## config.mk

```make
export PLATFORM = sky130hd
export DESIGN_NAME = status_reply_formatter
export DESIGN_NICKNAME = d
export VERILOG_FILES = /design/src/common/status_reply_pkg.sv /design/src/verilog/status_reply_formatter.sv
export SDC_FILE = /design/constraint.sdc
export NUM_CORES = 1
export LEC_CHECK = 0
export BUFFER_PORTS_ARGS = -buffer_cell sky130_fd_sc_hd__clkbuf_2
export CAP_MARGIN = 15
export CORE_ASPECT_RATIO = 0.9
export CORE_MARGIN = 4
export CORE_UTILIZATION = 53
export CTS_CLUSTER_SIZE = 30
export DETAILED_ROUTE_END_ITERATION = 8
export MAX_ROUTING_LAYER = met4
export PLACE_DENSITY = 0.78
export SLEW_MARGIN = 20
export SYNTH_ARGS = -nofsm -noshare
export SYNTH_HDL_FRONTEND = slang
export SYNTH_SLANG_ARGS = --single-unit
export TNS_END_PERCENT = 100
```

## constraint.sdc

```tcl
create_clock -name REF_CLK -period 3.1 [get_ports REF_CLK]
set_input_delay 0 -clock REF_CLK [delete_from_list [all_inputs] [get_ports REF_CLK]]
set_output_delay 0 -clock REF_CLK [all_outputs]
set_load 0.02 [all_outputs]
```

## src/common/status_reply_pkg.sv

```systemverilog
/*
  Shared constants for the status reply formatter: register map, field
  positions, reset values, display command codes and reply characters.
  Assumes a byte-wide reply stream and command codes that are the hex
  command numbers held in binary.
*/
// Function
// - Control field C0 host, C1 predefined mode
// - Output field O0..O3 from output states
// - Input field I0..I3 from input states
// - Pulse field one hex digit, E undefined
// - Radio reply field order; C1 means presence-driven
// - Radio O0/O1; uniqueness codes T1..T3 only
// - Two range fields, hex 00 to 1F
// - Two attenuation fields, 00 to 06
// - Presence report field P1 enabled, P0 disabled
// - Presence minimum period always D0
// - Shut-off field A0, A1, A2
// - Radio timeout one hex digit, T0 always expired
// - Timeout TF infinite, factory default
// - Inversion field I0 default, I1 enabled
// - Separation U0..U3, U4 transmit all
// - Validity V0..V3 acquisitions
// - Tag-output mode single digit 0 or 1
// - Retransmit interval two hex digits 01..FF
// - Reply is tag then spaced letter-value fields; tag-output and interval replies give a bare value
package status_reply_pkg;

  // Register byte offsets
  localparam logic [7:0] IO_CFG_OFS = 8'h00;
  localparam logic [7:0] RF_CFG_OFS = 8'h04;
  localparam logic [7:0] PRES_CFG_OFS = 8'h08;
  localparam logic [7:0] FILT_CFG_OFS = 8'h0C;
  localparam logic [7:0] OUT_CFG_OFS = 8'h10;
  localparam logic [7:0] STATUS_OFS = 8'h14;

  // Writable bit masks, one per register except status
  localparam logic [31:0] IO_CFG_MASK = 32'h000000F7;
  localparam logic [31:0] RF_CFG_MASK = 32'h771F1F0F;
  localparam logic [31:0] PRES_CFG_MASK = 32'h000001F7;
  localparam logic [31:0] FILT_CFG_MASK = 32'h00000037;
  localparam logic [31:0] OUT_CFG_MASK = 32'h0000FF01;

  // Reset values
  localparam logic [31:0] IO_CFG_RST = 32'h00000000;
  localparam logic [31:0] RF_CFG_RST = 32'h00000004;
  localparam logic [31:0] PRES_CFG_RST = 32'h000000F0;
  localparam logic [31:0] FILT_CFG_RST = 32'h00000000;
  localparam logic [31:0] OUT_CFG_RST = 32'h00000100;

  // Field positions
  localparam int IO_CTRL_BIT = 0;
  localparam int IO_OUTS_LSB = 1;
  localparam int IO_PULSE_LSB = 4;
  localparam int RF_CTRL_BIT = 0;
  localparam int RF_ON_BIT = 1;
  localparam int RF_UNIQ_LSB = 2;
  localparam int RF_RANGE_A_LSB = 8;
  localparam int RF_RANGE_B_LSB = 16;
  localparam int RF_ATT_A_LSB = 24;
  localparam int RF_ATT_B_LSB = 28;
  localparam int PRES_RPT_BIT = 0;
  localparam int PRES_SHUT_LSB = 1;
  localparam int PRES_TO_LSB = 4;
  localparam int PRES_INV_BIT = 8;
  localparam int FILT_SEP_LSB = 0;
  localparam int FILT_VAL_LSB = 4;
  localparam int OUT_MODE_BIT = 0;
  localparam int OUT_IVL_LSB = 8;

  // Field limits
  localparam logic [3:0] PULSE_UNDEF = 4'hE;
  localparam logic [1:0] UNIQ_MIN = 2'h1;
  localparam logic [2:0] ATT_MAX = 3'h6;
  localparam logic [1:0] SHUT_MAX = 2'h2;
  localparam logic [2:0] SEP_MAX = 3'h4;
  localparam logic [7:0] IVL_MIN = 8'h01;
  localparam logic [3:0] TO_INFINITE = 4'hF;

  // Display command numbers
  localparam logic [11:0] CMD_IO = 12'h20E;
  localparam logic [11:0] CMD_RF = 12'h20F;
  localparam logic [11:0] CMD_PRES = 12'h211;
  localparam logic [11:0] CMD_FILT = 12'h212;
  localparam logic [11:0] CMD_TAG_OUT = 12'h214;
  localparam logic [11:0] CMD_RETX = 12'h215;

  // Reply tags in ASCII
  localparam logic [31:0] IO_STATE_REPLY_TAG = 32'h494F5354;
  localparam logic [31:0] RADIO_STATE_REPLY_TAG = 32'h52465354;
  localparam logic [31:0] PRESENCE_STATE_REPLY_TAG = 32'h50525354;
  localparam logic [31:0] ID_FILTER_REPLY_TAG = 32'h52463053;
  localparam logic [23:0] SERIAL_TAG_OUTPUT_MODE_TAG = 24'h544F46;
  localparam logic [23:0] RETRANSMIT_INTERVAL_TAG = 24'h575449;

  // Reply characters
  localparam logic [7:0] CH_SP = 8'h20;
  localparam logic [7:0] CH_CR = 8'h0D;
  localparam logic [7:0] CH_LF = 8'h0A;
  localparam logic [7:0] CH_ZERO = 8'h30;
  localparam logic [7:0] CH_A = 8'h41;
  localparam logic [7:0] CH_C = 8'h43;
  localparam logic [7:0] CH_D = 8'h44;
  localparam logic [7:0] CH_F = 8'h46;
  localparam logic [7:0] CH_G = 8'h47;
  localparam logic [7:0] CH_I = 8'h49;
  localparam logic [7:0] CH_O = 8'h4F;
  localparam logic [7:0] CH_P = 8'h50;
  localparam logic [7:0] CH_R = 8'h52;
  localparam logic [7:0] CH_T = 8'h54;
  localparam logic [7:0] CH_U = 8'h55;
  localparam logic [7:0] CH_V = 8'h56;

  // Reply lengths in bytes, line end included
  localparam int LINE_BYTES = 36;
  localparam logic [5:0] LEN_IO = 6'h12;
  localparam logic [5:0] LEN_RF = 6'h24;
  localparam logic [5:0] LEN_PRES = 6'h15;
  localparam logic [5:0] LEN_FILT = 6'h0C;
  localparam logic [5:0] LEN_TAG_OUT = 6'h07;
  localparam logic [5:0] LEN_RETX = 6'h08;

  typedef enum logic [0:0] {
    ST_IDLE = 1'b0,
    ST_SEND = 1'b1
  } reply_state_e;

  typedef enum logic [2:0] {
    K_IO = 3'b000,
    K_RF = 3'b001,
    K_PRES = 3'b010,
    K_FILT = 3'b011,
    K_TAG_OUT = 3'b100,
    K_RETX = 3'b101
  } reply_kind_e;

endpackage

```

## src/verilog/status_reply_formatter.sv

```systemverilog
/*
  Status reply formatter: holds the reported configuration in APB
  registers and, on one of six display commands, streams the fixed-format
  ASCII reply one byte at a time, closed by CR LF.
  Assumes the command front end and the serial transmitter share REF_CLK;
  the two input pins are asynchronous and are synchronised here.
*/
`timescale 1ns/1ps
`default_nettype none

module status_reply_formatter (
  // Clock and reset
  input wire logic REF_CLK,
  input wire logic SRST,
  // APB slave
  input wire logic PSEL,
  input wire logic PENABLE,
  input wire logic PWRITE,
  input wire logic [7:0] PADDR,
  input wire logic [31:0] PWDATA,
  output logic [31:0] PRDATA,
  output logic PREADY,
  output logic PSLVERR,
  // Display command from the parser
  input wire logic CMD_VALID,
  input wire logic [11:0] CMD_CODE,
  output logic CMD_READY,
  // Reply byte stream to the serial transmitter
  output logic TX_VALID,
  output logic [7:0] TX_DATA,
  input wire logic TX_READY,
  // Asynchronous input pins
  input wire logic [1:0] IN_PIN
);

  typedef struct packed {
    status_reply_pkg::reply_state_e st;
    status_reply_pkg::reply_kind_e kind;
    logic [5:0] idx;
    logic [7:0] tx_data;
    logic tx_valid;
    logic [31:0] prdata;
    logic [31:0] io_cfg;
    logic [31:0] rf_cfg;
    logic [31:0] pres_cfg;
    logic [31:0] filt_cfg;
    logic [31:0] out_cfg;
    logic [1:0] in_meta;
    logic [1:0] in_sync;
  } state_s;

  state_s s_reg;
  state_s s_next;

  // One hex digit as ASCII
  function automatic logic [7:0] hex_ch(input logic [3:0] v);
    hex_ch = (v < 4'hA) ? (8'h30 + {4'h0, v}) : (8'h37 + {4'h0, v});
  endfunction

  // Byte count of each reply
  function automatic logic [5:0] reply_len(
    input status_reply_pkg::reply_kind_e k);
    case (k)
      status_reply_pkg::K_IO: reply_len = status_reply_pkg::LEN_IO;
      status_reply_pkg::K_RF: reply_len = status_reply_pkg::LEN_RF;
      status_reply_pkg::K_PRES: reply_len = status_reply_pkg::LEN_PRES;
      status_reply_pkg::K_FILT: reply_len = status_reply_pkg::LEN_FILT;
      status_reply_pkg::K_TAG_OUT: reply_len = status_reply_pkg::LEN_TAG_OUT;
      default: reply_len = status_reply_pkg::LEN_RETX;
    endcase
  endfunction

  // Register field views
  logic io_ctrl;
  logic [1:0] io_outs;
  logic [3:0] io_pulse;
  logic rf_ctrl;
  logic rf_on;
  logic [1:0] rf_uniq;
  logic [4:0] rf_range_a;
  logic [4:0] rf_range_b;
  logic [2:0] rf_att_a;
  logic [2:0] rf_att_b;
  logic pres_rpt;
  logic [1:0] pres_shut;
  logic [3:0] pres_to;
  logic pres_inv;
  logic [2:0] filt_sep;
  logic [1:0] filt_val;
  logic out_mode;
  logic [7:0] out_ivl;
  logic [1:0] in_shown;

  assign io_ctrl = s_reg.io_cfg[status_reply_pkg::IO_CTRL_BIT];
  assign io_outs = s_reg.io_cfg[status_reply_pkg::IO_OUTS_LSB +: 2];
  assign io_pulse = s_reg.io_cfg[status_reply_pkg::IO_PULSE_LSB +: 4];
  assign rf_ctrl = s_reg.rf_cfg[status_reply_pkg::RF_CTRL_BIT];
  assign rf_on = s_reg.rf_cfg[status_reply_pkg::RF_ON_BIT];
  assign rf_uniq = s_reg.rf_cfg[status_reply_pkg::RF_UNIQ_LSB +: 2];
  assign rf_range_a = s_reg.rf_cfg[status_reply_pkg::RF_RANGE_A_LSB +: 5];
  assign rf_range_b = s_reg.rf_cfg[status_reply_pkg::RF_RANGE_B_LSB +: 5];
  assign rf_att_a = s_reg.rf_cfg[status_reply_pkg::RF_ATT_A_LSB +: 3];
  assign rf_att_b = s_reg.rf_cfg[status_reply_pkg::RF_ATT_B_LSB +: 3];
  assign pres_rpt = s_reg.pres_cfg[status_reply_pkg::PRES_RPT_BIT];
  assign pres_shut = s_reg.pres_cfg[status_reply_pkg::PRES_SHUT_LSB +: 2];
  assign pres_to = s_reg.pres_cfg[status_reply_pkg::PRES_TO_LSB +: 4];
  assign pres_inv = s_reg.pres_cfg[status_reply_pkg::PRES_INV_BIT];
  assign filt_sep = s_reg.filt_cfg[status_reply_pkg::FILT_SEP_LSB +: 3];
  assign filt_val = s_reg.filt_cfg[status_reply_pkg::FILT_VAL_LSB +: 2];
  assign out_mode = s_reg.out_cfg[status_reply_pkg::OUT_MODE_BIT];
  assign out_ivl = s_reg.out_cfg[status_reply_pkg::OUT_IVL_LSB +: 8];
  // Input state in the IO reply follows the inversion setting
  assign in_shown = s_reg.in_sync ^ {2{pres_inv}};

  // Whole reply line, left aligned, zero padded
  logic [status_reply_pkg::LINE_BYTES*8-1:0] line;
  always_comb begin
    case (s_reg.kind)
      status_reply_pkg::K_IO: begin
        line = {status_reply_pkg::IO_STATE_REPLY_TAG,
          status_reply_pkg::CH_SP, status_reply_pkg::CH_C,
          hex_ch({3'h0, io_ctrl}),
          status_reply_pkg::CH_SP, status_reply_pkg::CH_O,
          hex_ch({2'h0, io_outs}),
          status_reply_pkg::CH_SP, status_reply_pkg::CH_I,
          hex_ch({2'h0, in_shown}),
          status_reply_pkg::CH_SP, status_reply_pkg::CH_D,
          hex_ch(io_pulse),
          status_reply_pkg::CH_CR, status_reply_pkg::CH_LF, 144'h0};
      end
      status_reply_pkg::K_RF: begin
        line = {status_reply_pkg::RADIO_STATE_REPLY_TAG,
          status_reply_pkg::CH_SP, status_reply_pkg::CH_C,
          hex_ch({3'h0, rf_ctrl}),
          status_reply_pkg::CH_SP, status_reply_pkg::CH_O,
          hex_ch({3'h0, rf_on}),
          status_reply_pkg::CH_SP, status_reply_pkg::CH_T,
          hex_ch({2'h0, rf_uniq}),
          status_reply_pkg::CH_SP, status_reply_pkg::CH_F,
          {3{status_reply_pkg::CH_ZERO}}, // Unused field, fixed
          status_reply_pkg::CH_SP, status_reply_pkg::CH_R,
          hex_ch({3'h0, rf_range_a[4]}), hex_ch(rf_range_a[3:0]),
          status_reply_pkg::CH_SP, status_reply_pkg::CH_G,
          hex_ch({3'h0, rf_range_b[4]}), hex_ch(rf_range_b[3:0]),
          status_reply_pkg::CH_SP, status_reply_pkg::CH_A,
          status_reply_pkg::CH_ZERO, hex_ch({1'h0, rf_att_a}),
          status_reply_pkg::CH_SP, status_reply_pkg::CH_I,
          status_reply_pkg::CH_ZERO, hex_ch({1'h0, rf_att_b}),
          status_reply_pkg::CH_CR, status_reply_pkg::CH_LF};
      end
      status_reply_pkg::K_PRES: begin
        line = {status_reply_pkg::PRESENCE_STATE_REPLY_TAG,
          status_reply_pkg::CH_SP, status_reply_pkg::CH_P,
          hex_ch({3'h0, pres_rpt}),
          status_reply_pkg::CH_SP, status_reply_pkg::CH_D,
          status_reply_pkg::CH_ZERO,
          status_reply_pkg::CH_SP, status_reply_pkg::CH_A,
          hex_ch({2'h0, pres_shut}),
          status_reply_pkg::CH_SP, status_reply_pkg::CH_T,
          hex_ch(pres_to),
          status_reply_pkg::CH_SP, status_reply_pkg::CH_I,
          hex_ch({3'h0, pres_inv}),
          status_reply_pkg::CH_CR, status_reply_pkg::CH_LF, 120'h0};
      end
      status_reply_pkg::K_FILT: begin
        line = {status_reply_pkg::ID_FILTER_REPLY_TAG,
          status_reply_pkg::CH_SP, status_reply_pkg::CH_U,
          hex_ch({1'h0, filt_sep}),
          status_reply_pkg::CH_SP, status_reply_pkg::CH_V,
          hex_ch({2'h0, filt_val}),
          status_reply_pkg::CH_CR, status_reply_pkg::CH_LF, 192'h0};
      end
      status_reply_pkg::K_TAG_OUT: begin
        line = {status_reply_pkg::SERIAL_TAG_OUTPUT_MODE_TAG,
          status_reply_pkg::CH_SP, hex_ch({3'h0, out_mode}),
          status_reply_pkg::CH_CR, status_reply_pkg::CH_LF, 232'h0};
      end
      default: begin
        line = {status_reply_pkg::RETRANSMIT_INTERVAL_TAG,
          status_reply_pkg::CH_SP,
          hex_ch(out_ivl[7:4]), hex_ch(out_ivl[3:0]),
          status_reply_pkg::CH_CR, status_reply_pkg::CH_LF, 224'h0};
      end
    endcase
  end

  // Byte of the current kind at a given position
  function automatic logic [7:0] pick(
    input logic [status_reply_pkg::LINE_BYTES*8-1:0] l,
    input logic [5:0] i);
    pick = l[(status_reply_pkg::LINE_BYTES - 1 - int'(i)) * 8 +: 8];
  endfunction

  // Bus decode; access phase always completes at once
  logic wr_acc;
  logic addr_ok;
  logic cmd_take;
  logic tx_last;
  assign addr_ok = (PADDR <= status_reply_pkg::STATUS_OFS)
    && (PADDR[1:0] == 2'b00);
  assign wr_acc = PSEL && PENABLE && PWRITE && addr_ok;
  assign PREADY = PSEL && PENABLE;
  assign PSLVERR = PSEL && PENABLE && !addr_ok;
  assign PRDATA = s_reg.prdata;
  assign CMD_READY = (s_reg.st == status_reply_pkg::ST_IDLE);
  assign cmd_take = CMD_VALID && CMD_READY;
  assign TX_VALID = s_reg.tx_valid;
  assign TX_DATA = s_reg.tx_data;
  assign tx_last = s_reg.tx_valid && TX_READY
    && (s_reg.idx == reply_len(s_reg.kind) - 6'h01);

  // Next state: pins, registers, reply sequencer
  status_reply_pkg::reply_kind_e cmd_kind;
  logic cmd_hit;
  logic [31:0] wv;
  always_comb begin
    s_next = s_reg;
    wv = PWDATA;
    cmd_hit = 1'b1;
    cmd_kind = status_reply_pkg::K_IO;
    // Two-flop synchroniser on the pins
    s_next.in_meta = IN_PIN;
    s_next.in_sync = s_reg.in_meta;

    // Read data captured in setup phase, shown in access phase
    if (PSEL && !PENABLE) begin
      case (PADDR)
        status_reply_pkg::IO_CFG_OFS: s_next.prdata = s_reg.io_cfg;
        status_reply_pkg::RF_CFG_OFS: s_next.prdata = s_reg.rf_cfg;
        status_reply_pkg::PRES_CFG_OFS: s_next.prdata = s_reg.pres_cfg;
        status_reply_pkg::FILT_CFG_OFS: s_next.prdata = s_reg.filt_cfg;
        status_reply_pkg::OUT_CFG_OFS: s_next.prdata = s_reg.out_cfg;
        status_reply_pkg::STATUS_OFS: begin
          s_next.prdata = {28'h0, s_reg.in_sync, 1'b0,
            s_reg.st == status_reply_pkg::ST_SEND};
        end
        default: s_next.prdata = 32'h00000000;
      endcase
    end

    // Writes; illegal codes are refused so replies stay in range
    if (wr_acc) begin
      case (PADDR)
        status_reply_pkg::IO_CFG_OFS: begin
          if (wv[status_reply_pkg::IO_PULSE_LSB +: 4]
              != status_reply_pkg::PULSE_UNDEF) begin
            s_next.io_cfg = wv & status_reply_pkg::IO_CFG_MASK;
          end
        end
        status_reply_pkg::RF_CFG_OFS: begin
          if (wv[status_reply_pkg::RF_UNIQ_LSB +: 2]
              >= status_reply_pkg::UNIQ_MIN
              && wv[status_reply_pkg::RF_ATT_A_LSB +: 3]
              <= status_reply_pkg::ATT_MAX
              && wv[status_reply_pkg::RF_ATT_B_LSB +: 3]
              <= status_reply_pkg::ATT_MAX) begin
            s_next.rf_cfg = wv & status_reply_pkg::RF_CFG_MASK;
          end
        end
        status_reply_pkg::PRES_CFG_OFS: begin
          if (wv[status_reply_pkg::PRES_SHUT_LSB +: 2]
              <= status_reply_pkg::SHUT_MAX) begin
            s_next.pres_cfg = wv & status_reply_pkg::PRES_CFG_MASK;
          end
        end
        status_reply_pkg::FILT_CFG_OFS: begin
          if (wv[status_reply_pkg::FILT_SEP_LSB +: 3]
              <= status_reply_pkg::SEP_MAX) begin
            s_next.filt_cfg = wv & status_reply_pkg::FILT_CFG_MASK;
          end
        end
        status_reply_pkg::OUT_CFG_OFS: begin
          if (wv[status_reply_pkg::OUT_IVL_LSB +: 8]
              >= status_reply_pkg::IVL_MIN) begin
            s_next.out_cfg = wv & status_reply_pkg::OUT_CFG_MASK;
          end
        end
        default: s_next.out_cfg = s_reg.out_cfg;
      endcase
    end

    // Command match; other codes are swallowed without a reply
    case (CMD_CODE)
      status_reply_pkg::CMD_IO: cmd_kind = status_reply_pkg::K_IO;
      status_reply_pkg::CMD_RF: cmd_kind = status_reply_pkg::K_RF;
      status_reply_pkg::CMD_PRES: cmd_kind = status_reply_pkg::K_PRES;
      status_reply_pkg::CMD_FILT: cmd_kind = status_reply_pkg::K_FILT;
      status_reply_pkg::CMD_TAG_OUT: cmd_kind = status_reply_pkg::K_TAG_OUT;
      status_reply_pkg::CMD_RETX: cmd_kind = status_reply_pkg::K_RETX;
      default: cmd_hit = 1'b0;
    endcase

    // Sequencer; first byte is loaded the edge after the line is built
    case (s_reg.st)
      status_reply_pkg::ST_IDLE: begin
        if (cmd_take && cmd_hit) begin
          s_next.st = status_reply_pkg::ST_SEND;
          s_next.kind = cmd_kind;
          s_next.idx = 6'h00;
          s_next.tx_valid = 1'b0;
        end
      end
      status_reply_pkg::ST_SEND: begin
        if (!s_reg.tx_valid) begin
          s_next.tx_data = pick(line, s_reg.idx);
          s_next.tx_valid = 1'b1;
        end else if (tx_last) begin
          s_next.st = status_reply_pkg::ST_IDLE;
          s_next.tx_valid = 1'b0;
        end else if (TX_READY) begin
          s_next.idx = s_reg.idx + 6'h01;
          s_next.tx_data = pick(line, s_reg.idx + 6'h01);
        end
      end
      default: s_next.st = status_reply_pkg::ST_IDLE;
    endcase
  end

  // State register; pulse code 0, timeout TF after reset
  always_ff @(posedge REF_CLK) begin
    if (SRST) begin
      s_reg <= '{st: status_reply_pkg::ST_IDLE,
        kind: status_reply_pkg::K_IO,
        idx: 6'h00, tx_data: 8'h00, tx_valid: 1'b0, prdata: 32'h0,
        io_cfg: status_reply_pkg::IO_CFG_RST,
        rf_cfg: status_reply_pkg::RF_CFG_RST,
        pres_cfg: status_reply_pkg::PRES_CFG_RST,
        filt_cfg: status_reply_pkg::FILT_CFG_RST,
        out_cfg: status_reply_pkg::OUT_CFG_RST,
        in_meta: 2'h0, in_sync: 2'h0};
    end else begin
      s_reg <= s_next;
    end
  end
endmodule

`default_nettype wire

```

Word-level counts from Yosys, hierarchy flattened
Cells that the tools add are included.
{"block": "word_totals", "elab_cells": 157, "out_inout_bits": 44, "in_bits": 61, "regBits": 104}
{"block": "op_classes", "mux": 30, "bitwise_logic": 2, "n_lt_le_gt_ge": 21, "reduce_logical": 26, "add_sub_neg": 40, "eq_ne": 23, "n_shift": 2}
{"operator": "one-hot mux 285 bit (5 select lines)", "n": 1}
{"operator": "indexed part select 288 x 10 -> 8 bit", "n": 2}
{"operator": "one-hot mux 31 bit (6 select lines)", "n": 1}
{"operator": "two-way mux 7 bit", "n": 14}
{"operator": "adder 6 x 4 -> 7 bit, first input constant", "n": 12}
{"operator": "== test 12 x 10 -> 1 bit, second input constant", "n": 6}
{"operator": "adder 6 x 2 -> 7 bit, first input constant", "n": 10}
{"operator": "adder 6 x 1 -> 7 bit, first input constant", "n": 8}
{"operator": "adder 6 x 3 -> 7 bit, first input constant", "n": 6}
{"operator": "one-hot mux 6 bit (5 select lines)", "n": 1}
{"operator": "two-way mux 14 bit", "n": 2}
{"operator": "< comparator 4 bit, second input constant", "n": 6}
{"operator": "< comparator 2 x 4 -> 1 bit, second input constant", "n": 5}
{"operator": "AND reduction 3 bit", "n": 6}
{"operator": "== test 8 x 4 -> 1 bit, second input constant", "n": 2}
{"operator": "== test 8 x 5 -> 1 bit, second input constant", "n": 2}
{"operator": "one-hot mux 3 bit (5 select lines)", "n": 1}
{"operator": "subtractor 6 x 6 -> 7 bit, first input constant", "n": 2}
{"operator": "logical AND 1 bit", "n": 12}
{"operator": "< comparator 3 x 4 -> 1 bit, second input constant", "n": 3}
{"operator": "one-hot mux 6 bit (2 select lines)", "n": 1}
{"operator": "two-way mux 10 bit", "n": 1}
{"operator": "!= test 2 bit, second input constant", "n": 5}
{"operator": "<= comparator 3 bit, second input constant", "n": 3}
{"operator": "other kinds (26)", "n": 32}

Depth between registers and ports, before layout
Gate-level depths: netlist (run 1).
{"block": "depth", "ltp_word": 9, "ltp_mapped": 15, "ltp_nobuf": 12}

Worst setup path before layout (run 1)
OpenSTA, ideal clock, no wires.
{"block": "synth_timing", "path_type": "register -> register", "from": "register s_reg, in the netlist TX_VALID", "to": "register s_reg, in the netlist TX_DATA[0]", "synth_period_minus_slack_ns": 3.377, "slack_ns": -0.277, "setup_time_ns": 0.143, "stages_incl_launch_ff": 15, "path_buffers": 3, "t_required_ns": 2.957, "arrival_time_ns": 3.234, "cell_sequence": "dfxtp_1 buf_4 buf_2 nand3b_1 nand2_1 inv_2 buf_2 ha_1 nand2b_1 a21oi_1 nor3_1 o221a_2 a32oi_1 o311ai_0 a311oi_2"}
{"block": "synth_between", "elab_chain_cells": 4}
{"element": "from (decl)", "line": "status_reply_formatter.sv:52", "rtl": "state_s s_reg;"}
{"element": "from (signal assigned)", "line": "status_reply_formatter.sv:322", "rtl": "s_reg <= '{st: status_reply_pkg::ST_IDLE,"}
{"element": "from (signal assigned)", "line": "status_reply_formatter.sv:332", "rtl": "s_reg <= s_next;"}
{"element": "logical AND 1 bit", "line": "status_reply_formatter.sv:209", "rtl": "assign tx_last = s_reg.tx_valid && TX_READY"}
{"element": "logical AND 1 bit", "line": "status_reply_formatter.sv:210", "rtl": "&& (s_reg.idx == reply_len(s_reg.kind) - 6'h01);"}
{"element": "!= test 2 bit (no source line)"}
{"element": "AND reduction 3 bit (no source line)"}
Parallel ways exist; a longest one is shown, timed or not.
A chain may end at the register's enable or synchronous reset.

Final worst setup path (run 1)
{"block": "layout_timing", "from": "register s_reg[205] in the netlist's numbering", "to": "register s_reg, in the netlist TX_DATA[0]"}
{"block": "layout_between", "elab_chain_cells": 6}
{"element": "adder 6 x 1 -> 6 bit", "line": "status_reply_formatter.sv:312", "rtl": "s_next.tx_data = pick(line, s_reg.idx + 6'h01);"}
{"element": "subtractor 6 x 6 -> 7 bit", "line": "status_reply_formatter.sv:191", "rtl": "pick = l[(status_reply_pkg::LINE_BYTES - 1 - int'(i)) * 8 +: 8];"}
{"element": "indexed part select 288 x 10 -> 8 bit", "line": "status_reply_formatter.sv:191"}
{"element": "two-way mux 14 bit", "line": "status_reply_formatter.sv:310", "rtl": "end else if (TX_READY) begin"}
{"element": "two-way mux 14 bit", "line": "status_reply_formatter.sv:307", "rtl": "end else if (tx_last) begin"}
{"element": "two-way mux 9 bit", "line": "status_reply_formatter.sv:304", "rtl": "if (!s_reg.tx_valid) begin"}
Parallel ways exist; a longest one is shown, timed or not. The select of a mux whose other input is x is not followed.

==> results of run 1 <==
## cell usage in the layout, fill, tap and decap left out, drive strengths merged, types with 17 or more instances in the layout
master,Yosys,layout
a211oi,17,17
a21oi,84,84
a31oi,23,23
buf,63,68
clkbuf,49,102
dfxtp,98,98
dlygate4sd3,0,28
inv,35,37
mux2i,36,36
nand2,90,90
nand3,44,44
nor2,97,97
nor2b,18,18
nor3,23,23
o21ai,46,46
## worst reg2reg max path, cell delays in order (launching register included)
cell	delay, ns
sky130_fd_sc_hd__dfxtp_2	0.33
sky130_fd_sc_hd__ha_1	0.22
sky130_fd_sc_hd__a21bo_2	0.23
sky130_fd_sc_hd__nand2_2	0.07
sky130_fd_sc_hd__inv_2	0.04
sky130_fd_sc_hd__ha_2	0.19
sky130_fd_sc_hd__nor2b_1	0.16
sky130_fd_sc_hd__mux2_2	0.34
sky130_fd_sc_hd__a22oi_2	0.39
sky130_fd_sc_hd__o32ai_1	0.15
sky130_fd_sc_hd__a311o_1	0.39
sky130_fd_sc_hd__o311ai_1	0.14
sky130_fd_sc_hd__a311oi_2	0.15
## routing by layer
layer | wire [µm] | share of wire | vias up
li1 | - | - | 3694
met1 | 10600 | 0.42 | 3700
met2 | 11200 | 0.45 | 414
met3 | 2380 | 0.095 | 73
met4 | 871 | 0.035 | 0
met5 | 0 | 0 | -
## per-stage QoR
| step | power, W | utilization |
|---|---|---|
| finish | 0.00260 | 0.634 |
| global route | 0.00266 | 0.634 |
| global placement | 0.00145 | 0.588 |
| detailed placement | 0.00146 | 0.588 |
| CTS | 0.00260 | 0.632 |
| floorplan | 0.00140 | - |
## final timing paths
kind,end,depth (start not counted)
min,PRDATA[3],4
max,TX_DATA[0],12
min reg2reg,s_reg[1],1
max reg2reg,TX_DATA[0],12
## what timing repair did
action | 4_1_cts | 5_1_grt
hold buffers | 28 | 0
buffers inserted | 0 | 2
gates resized for setup | 0 | 4
endpoints found under the setup margin | 0 | 7
hold endpoints to repair | 36 | 0
## power groups by stage
stage / Clock, W / Sequential [W] / Combinational, W
after floorplan: 0 / 0.00130 / 0.0000968
after global placement: 0 / 0.00130 / 0.000153
after detailed placement: 0 / 0.00130 / 0.000156
after CTS: 0.00115 / 0.00127 / 0.000184
after global routing: 0.00119 / 0.00127 / 0.000204
final: 0.00114 / 0.00127 / 0.000187
## cells by family (layout without fill, tap and decap cells)
| family | after synthesis | after routing | synth area share |
|---|---|---|---|
| and+or+nand+nor | 347 | 347 | 0.237 |
| AOI/OAI and AO/OA | 301 | 301 | 0.289 |
| buffers and inverters | 148 | 240 | 0.105 |
| DFF | 98 | 98 | 0.272 |
| muxes | 41 | 41 | 0.0594 |
| xor gates and xnor gates | 18 | 18 | 0.0219 |
| adders and majority gates | 9 | 9 | 0.0156 |
| other | 1 | 9 | 0.000521 |
## layout make-up
| cell class | count | area share |
|---|---|---|
| antenna | 3 | 0.000890 |
| clock buffer | 10 | 0.0283 |
| clock inverter | 6 | 0.00727 |
| inverter | 36 | 0.0165 |
| multi-input combinational | 722 | 0.540 |
| sequential | 98 | 0.233 |
| tap | 168 | 0.0249 |
| timing repair buffer | 188 | 0.150 |
==> reports/metrics.yaml, run 1 <==
outcome:
  run_status: "completed"
timing:
  timing_hold_violations_final: 0
  post_route_skew_ns: 0.0108
  maxSlewHeadroom: 0.367
  totalNegativeSetupSlack_ns: 0
  timing.final.setup_violations: 0
  worst_slack_ns: 0.169
  worst_hold_slack_ns: 0.0231
  worst_slew_pin_slew_ns: 0.945
  finalCritPeriodShare: 0.945
  fmax_mhz: 341
  timing.final.max_slew_violations: 0
  post-route-min-period_ns: 2.93
  rsz_0062_raised_after_global_routing: "no"
placement:
  globalplace.congestion: 1.02
  portBuffers: 93
  post-place-cells: 1182
  dp_worst_setup_slack_ns: 0.125
  placed_cell_area_um2: 7830
  detailedPlacementHpwl_um: 18300
synthesis:
  synth.lib_cells_used.distinct: 90
  ys_ff_latch: 98
  synth_top_cells_by_count: "sky130_fd_sc_hd__dfxtp_1, sky130_fd_sc_hd__nor2_1, sky130_fd_sc_hd__nand2_1, sky130_fd_sc_hd__a21oi_1, sky130_fd_sc_hd__clkbuf_1"
  yosysSeqAreaShare: 0.272
  synth.largest_area_cell: "sky130_fd_sc_hd__dfxtp_1"
  synth.top_cells.by_area: "sky130_fd_sc_hd__dfxtp_1, sky130_fd_sc_hd__a21oi_1, sky130_fd_sc_hd__nor2_1"
  ys.warnings.count: 0
  mapped_avg_cell_area_um2: 7.48
  post_synth_design_cell_area_um2: 7200
  synth_most_common_cell: "sky130_fd_sc_hd__dfxtp_1"
  synthCells: 963
  synth_top_area_frac: 0.272
  postSynth.topFlopCell: "sky130_fd_sc_hd__dfxtp_1"
  synth-async-reset-ratio: 0
  edff_count_synth: 0
power:
  p_switching_w: 0.000667
  vdd_drop_max_uv: 310
  power.switching_fraction: 0.257
  power_per_cell_area_nw_per_um2: 308
  pwr-share-seq: 0.489
  p_leak_nw: 3.17
  combinational_group_share_of_total_power: 0.072
  power.internal_w: 0.00193
  p_clk_frac: 0.439
floorplanning:
  core_um2: 13300
  die-area_um2: 15500
  placementRows: 40
  ports_placed_on_the_boundary: 105
  dieWidth_um: 131
  die_h_um: 119
  initial_core_util: 0.541
global_routing:
  grt_start_max_net_pins: 73
  grt_pass1_vias: 7359
  grt_util_all_layers: 0.330
  gr-usage-met3: 0.0940
  gr-usage-met2: 0.483
  grt_use_met1: 0.429
  overflow: 0
  top_usage_layer: "met2"
  grt_first_pass_wirelength_um: 39500
  grt_antenna_before_repair: 3
critical_path:
  cpPeakStageDelay_ns: 0.39
  crit_buf_inv: 1
  reg2reg_setup_slack_ns: 0.17
  worst_setup_path_end_kind: "flip-flop"
  worstPathCellList: "ha_1 > a21bo_2 > nand2_2 > inv_2 > ha_2 > nor2b_1 > mux2_2 > a22oi_2 > o32ai_1 > a311o_1 > o311ai_1 > a311oi_2"
  critPathSlowestCell: "sky130_fd_sc_hd__a311o_1"
  cp_max_fo: 5
  reg2reg_from: "s_reg[205]"
  cp-start-kind: "flip-flop"
  crit_arrival_ns: 3.14
  path_class: "reg -> reg"
  gate_family_responsible_for_the_most_delay_along_the_worst_path: "compound AO/OA/AOI/OAI gates"
  worst-endpoint-required_ns: 3.31
  crit_start: "s_reg[205]"
clocking:
  clk_transition_reported_paths_ns: 0.08
  h-tree-depth: 3
  clock_tree_from_tritoncts: "done"
  tritoncts.num_buffers: 9
  clock_tree.root_cell: "sky130_fd_sc_hd__clkbuf_16"
  clock_path_buffers: 2
  clock_sink_count: 98
  clock_latency_ns: 0.36
routing:
  routed_via_density: 6.40
  drc: 0
  ant_nets: 0
  dr_vias: 7881
  routed_wire_length_per_instance_um: 20.3
  route.final.wire_length_um: 25000
  drt_first_iter_violations: 904
  drt_pre_antenna_iters: 8
finish:
  largest_register_ffs: 27
  area_growth_syn_to_layout_pct: 17.1
  layout.area.seq_um2: 1960
  final_cell_area_um2: 8440
  post_route_cells_drive_above_1_share: 0.207
  final.fill_count: 1202
  area_occupied_by_multi_input_gates_um2: 4550
  layout.cells.non_filler: 1231
  num-nets-final: 1125
min_path:
  worst_hold_path_type: "in -> reg"
  startpoint_of_the_worst_hold_path: "PENABLE"
job:
  max_cap_violations: 0
No activity file was read; power rests on OpenSTA's default activity.
==> run 2, diff against run 1 <==
--- a/config.mk
+++ b/config.mk
@@ -12,6 +12,7 @@
 export CORE_UTILIZATION = 53
 export CTS_CLUSTER_SIZE = 30
 export DETAILED_ROUTE_END_ITERATION = 8
+export GPL_TIMING_DRIVEN = 0
 export MAX_ROUTING_LAYER = met4
 export PLACE_DENSITY = 0.78
 export SLEW_MARGIN = 20
==> constraint.sdc (replaced) <==
create_clock -name REF_CLK -period 3.1 [get_ports REF_CLK]
set_input_delay 0.93 -clock REF_CLK [delete_from_list [all_inputs] [get_ports REF_CLK]]
set_output_delay 0.93 -clock REF_CLK [all_outputs]
set_load 0.02 [all_outputs]
==> run 2 against run 1 <==
The run now ends with negative setup slack left; worst setup slack worse by 0.22 ns; non-clock buffer count is 36 higher; sequential power hardly changed; clock power is 4% higher; largest cell class unchanged; highest routed layer unchanged.
==> reports/metrics.yaml, run 2 (synthesis gave the netlist of run 1 again) <==
outcome:
  run_status: "finished with violations"
  failed_checks: "negative setup slack"
placement:
  dp_worst_setup_slack_ns: -1.31
  globalplace.congestion: 1.06
  portBuffers: 90
  post-place-cells: 1226
  detailedPlacementHpwl_um: 20900
critical_path:
  cp-start-kind: "flip-flop"
  worst-endpoint-required_ns: 3.36
  worst_setup_path_end_kind: "flip-flop"
  path_class: "reg -> reg"
  worstPathCellList: "buf_6 > buf_8 > nand3b_1 > nand2_4 > inv_8 > buf_12 > ha_4 > clkbuf_2 > buf_2 > a211oi_1 > nand3_1 > nand2_1 > o41a_1"
  cp_max_fo: 10
  crit_arrival_ns: 3.40
  reg2reg_setup_slack_ns: -0.05
  critPathSlowestCell: "sky130_fd_sc_hd__o41a_1"
  cpPeakStageDelay_ns: 0.41
finish:
  commonest_non_fill_non_tap_cells_in_the_layout: "sky130_fd_sc_hd__dfxtp_1, sky130_fd_sc_hd__nor2_1, sky130_fd_sc_hd__clkbuf_2, sky130_fd_sc_hd__nand2_1, sky130_fd_sc_hd__a21oi_1"
  area_occupied_by_multi_input_gates_um2: 4880
  area_growth_syn_to_layout_pct: 22.7
  layout.area.seq_um2: 1970
  final.fill_count: 1175
  num-nets-final: 1161
  diodes: 0
  post-route-util: 0.664
  post_route_cells_drive_above_1_share: 0.251
  largest_register_ffs: 27
  layout.cells.non_filler: 1264
clocking:
  clock_path_buffers: 2
  tritoncts.num_buffers: 9
  clock_latency_ns: 0.38
  clock_tree.root_cell: "sky130_fd_sc_hd__clkbuf_16"
  clk_transition_reported_paths_ns: 0.08
  clock_tree_from_tritoncts: "done"
  clock_sink_count: 98
  cts-hold-fix-buffers: 0
  h-tree-depth: 3
routing:
  routed_via_density: 6.64
  route.final.wire_length_um: 28200
  drt_first_iter_violations: 1174
  drc: 0
  dr_vias: 8399
  routed_wire_length_per_instance_um: 22.3
  drt_pre_antenna_iters: 7
  ant_nets: 0
global_routing:
  grt_pass1_vias: 7576
  grt_util_all_layers: 0.366
  grt_antenna_before_repair: 0
  grt_first_pass_wirelength_um: 42600
  grt_start_max_net_pins: 19
  overflow: 0
timing:
  rsz_0062_raised_after_global_routing: "yes"
  worst_slack_ns: -0.0490
  post-route-min-period_ns: 3.15
  totalNegativeSetupSlack_ns: -0.137
  worst_slew_pin_slew_ns: 1.03
  timing.final.setup_violations: 4
  timing_hold_violations_final: 0
  finalCritPeriodShare: 1.02
  fmax_mhz: 318
  post_route_skew_ns: 0.0189
  timing.final.max_slew_violations: 0
  maxSlewHeadroom: 0.312
power:
  vdd_drop_max_uv: 350
  power_per_cell_area_nw_per_um2: 298
  p_leak_nw: 3.29
min_path:
  worst_hold_path_type: "reg -> reg"
floorplanning:
  dieWidth_um: 131
  core_um2: 13300
  die_h_um: 119
  initial_core_util: 0.541
  ports_placed_on_the_boundary: 105
  die-area_um2: 15500
  placementRows: 40
job:
  max_cap_violations: 0
==> run 2: cell count changes in the layout (fill, tap and decap cells not counted), moves of 3 or more <==
cell	before	now
sky130_fd_sc_hd__a211oi_2	0	3
sky130_fd_sc_hd__buf_6	0	8
sky130_fd_sc_hd__clkbuf_1	0	42
sky130_fd_sc_hd__a211oi_1	16	13
sky130_fd_sc_hd__buf_8	0	3
sky130_fd_sc_hd__o32ai_1	6	2
sky130_fd_sc_hd__diode_2	3	0
sky130_fd_sc_hd__o32ai_2	0	4
sky130_fd_sc_hd__dfxtp_4	0	3
sky130_fd_sc_hd__dlygate4sd3_1	28	0
sky130_fd_sc_hd__buf_2	0	9
==> run 2: area by class of cell <==
| class | instances | area share |
|---|---|---|
| Multi-Input combinational cell | 722 | 0.552 |
| Clock inverter | 6 | 0.00708 |
| Tap cell | 168 | 0.0238 |
| Sequential cell | 98 | 0.223 |
| Timing Repair Buffer | 117 | 0.0756 |
| Clock buffer | 10 | 0.0270 |
| Inverter | 36 | 0.0161 |
| Buffer | 107 | 0.0746 |
==> run 2: final timing paths <==
path,from,depth (start not counted),endpoint
worst max register to register,s_reg[207],13,TX_DATA[3]
worst min-delay path,s_next[0],1,s_reg[0]
worst min register to register,s_next[0],1,s_reg[0]
worst max-delay path,s_reg[207],13,TX_DATA[3]
==> run 2: critical path: cells and delay by family, from the launching register on <==
family	cells	cell delay [ns]
AO/OA/AOI/OAI	2	0.49
flip-flops	1	0.31
AND/OR/NAND/NOR	4	0.74
buffers and inverters	6	1.14
adder cells (fa/ha/maj)	1	0.35
==> run 2: repair_timing <==
action                                  CTS  global route
gates resized for setup                  70            35
cloned                                    0             0
buffers inserted                         16            11
endpoints found under the setup margin   24            44
pin swaps                                15            17
==> run 2: routing by layer <==
layer	track usage	vias to the layer above	routed length [µm]
li1	-	3770	-
met1	0.489	3904	11500
met2	0.503	591	11700
met3	0.0994	134	3250
met4	0.185	0	1710
met5	-	-	0
==> run 2: metrics by stage <==
| step | area [µm²] | hold slack, ns | power, W |
|---|---|---|---|
| global placement | 7920 | 0.415 | 0.00148 |
| finish | 8840 | 0.447 | 0.00263 |
| detailed placement | 7930 | 0.425 | 0.00148 |
| global route | 8840 | 0.465 | 0.00270 |
| floorplan | 7260 | 0.414 | 0.00140 |
| CTS | 8640 | 0.450 | 0.00262 |
==> run 2: where the power goes <==
group / switching (W) / total [W] / internal, W
Clock: 0.000590 / 0.00118 / 0.000586
Combinational: 0.000123 / 0.000191 / 0.0000684
Sequential: 0.00000426 / 0.00127 / 0.00126
Total: 0.000717 / 0.00263 / 0.00192
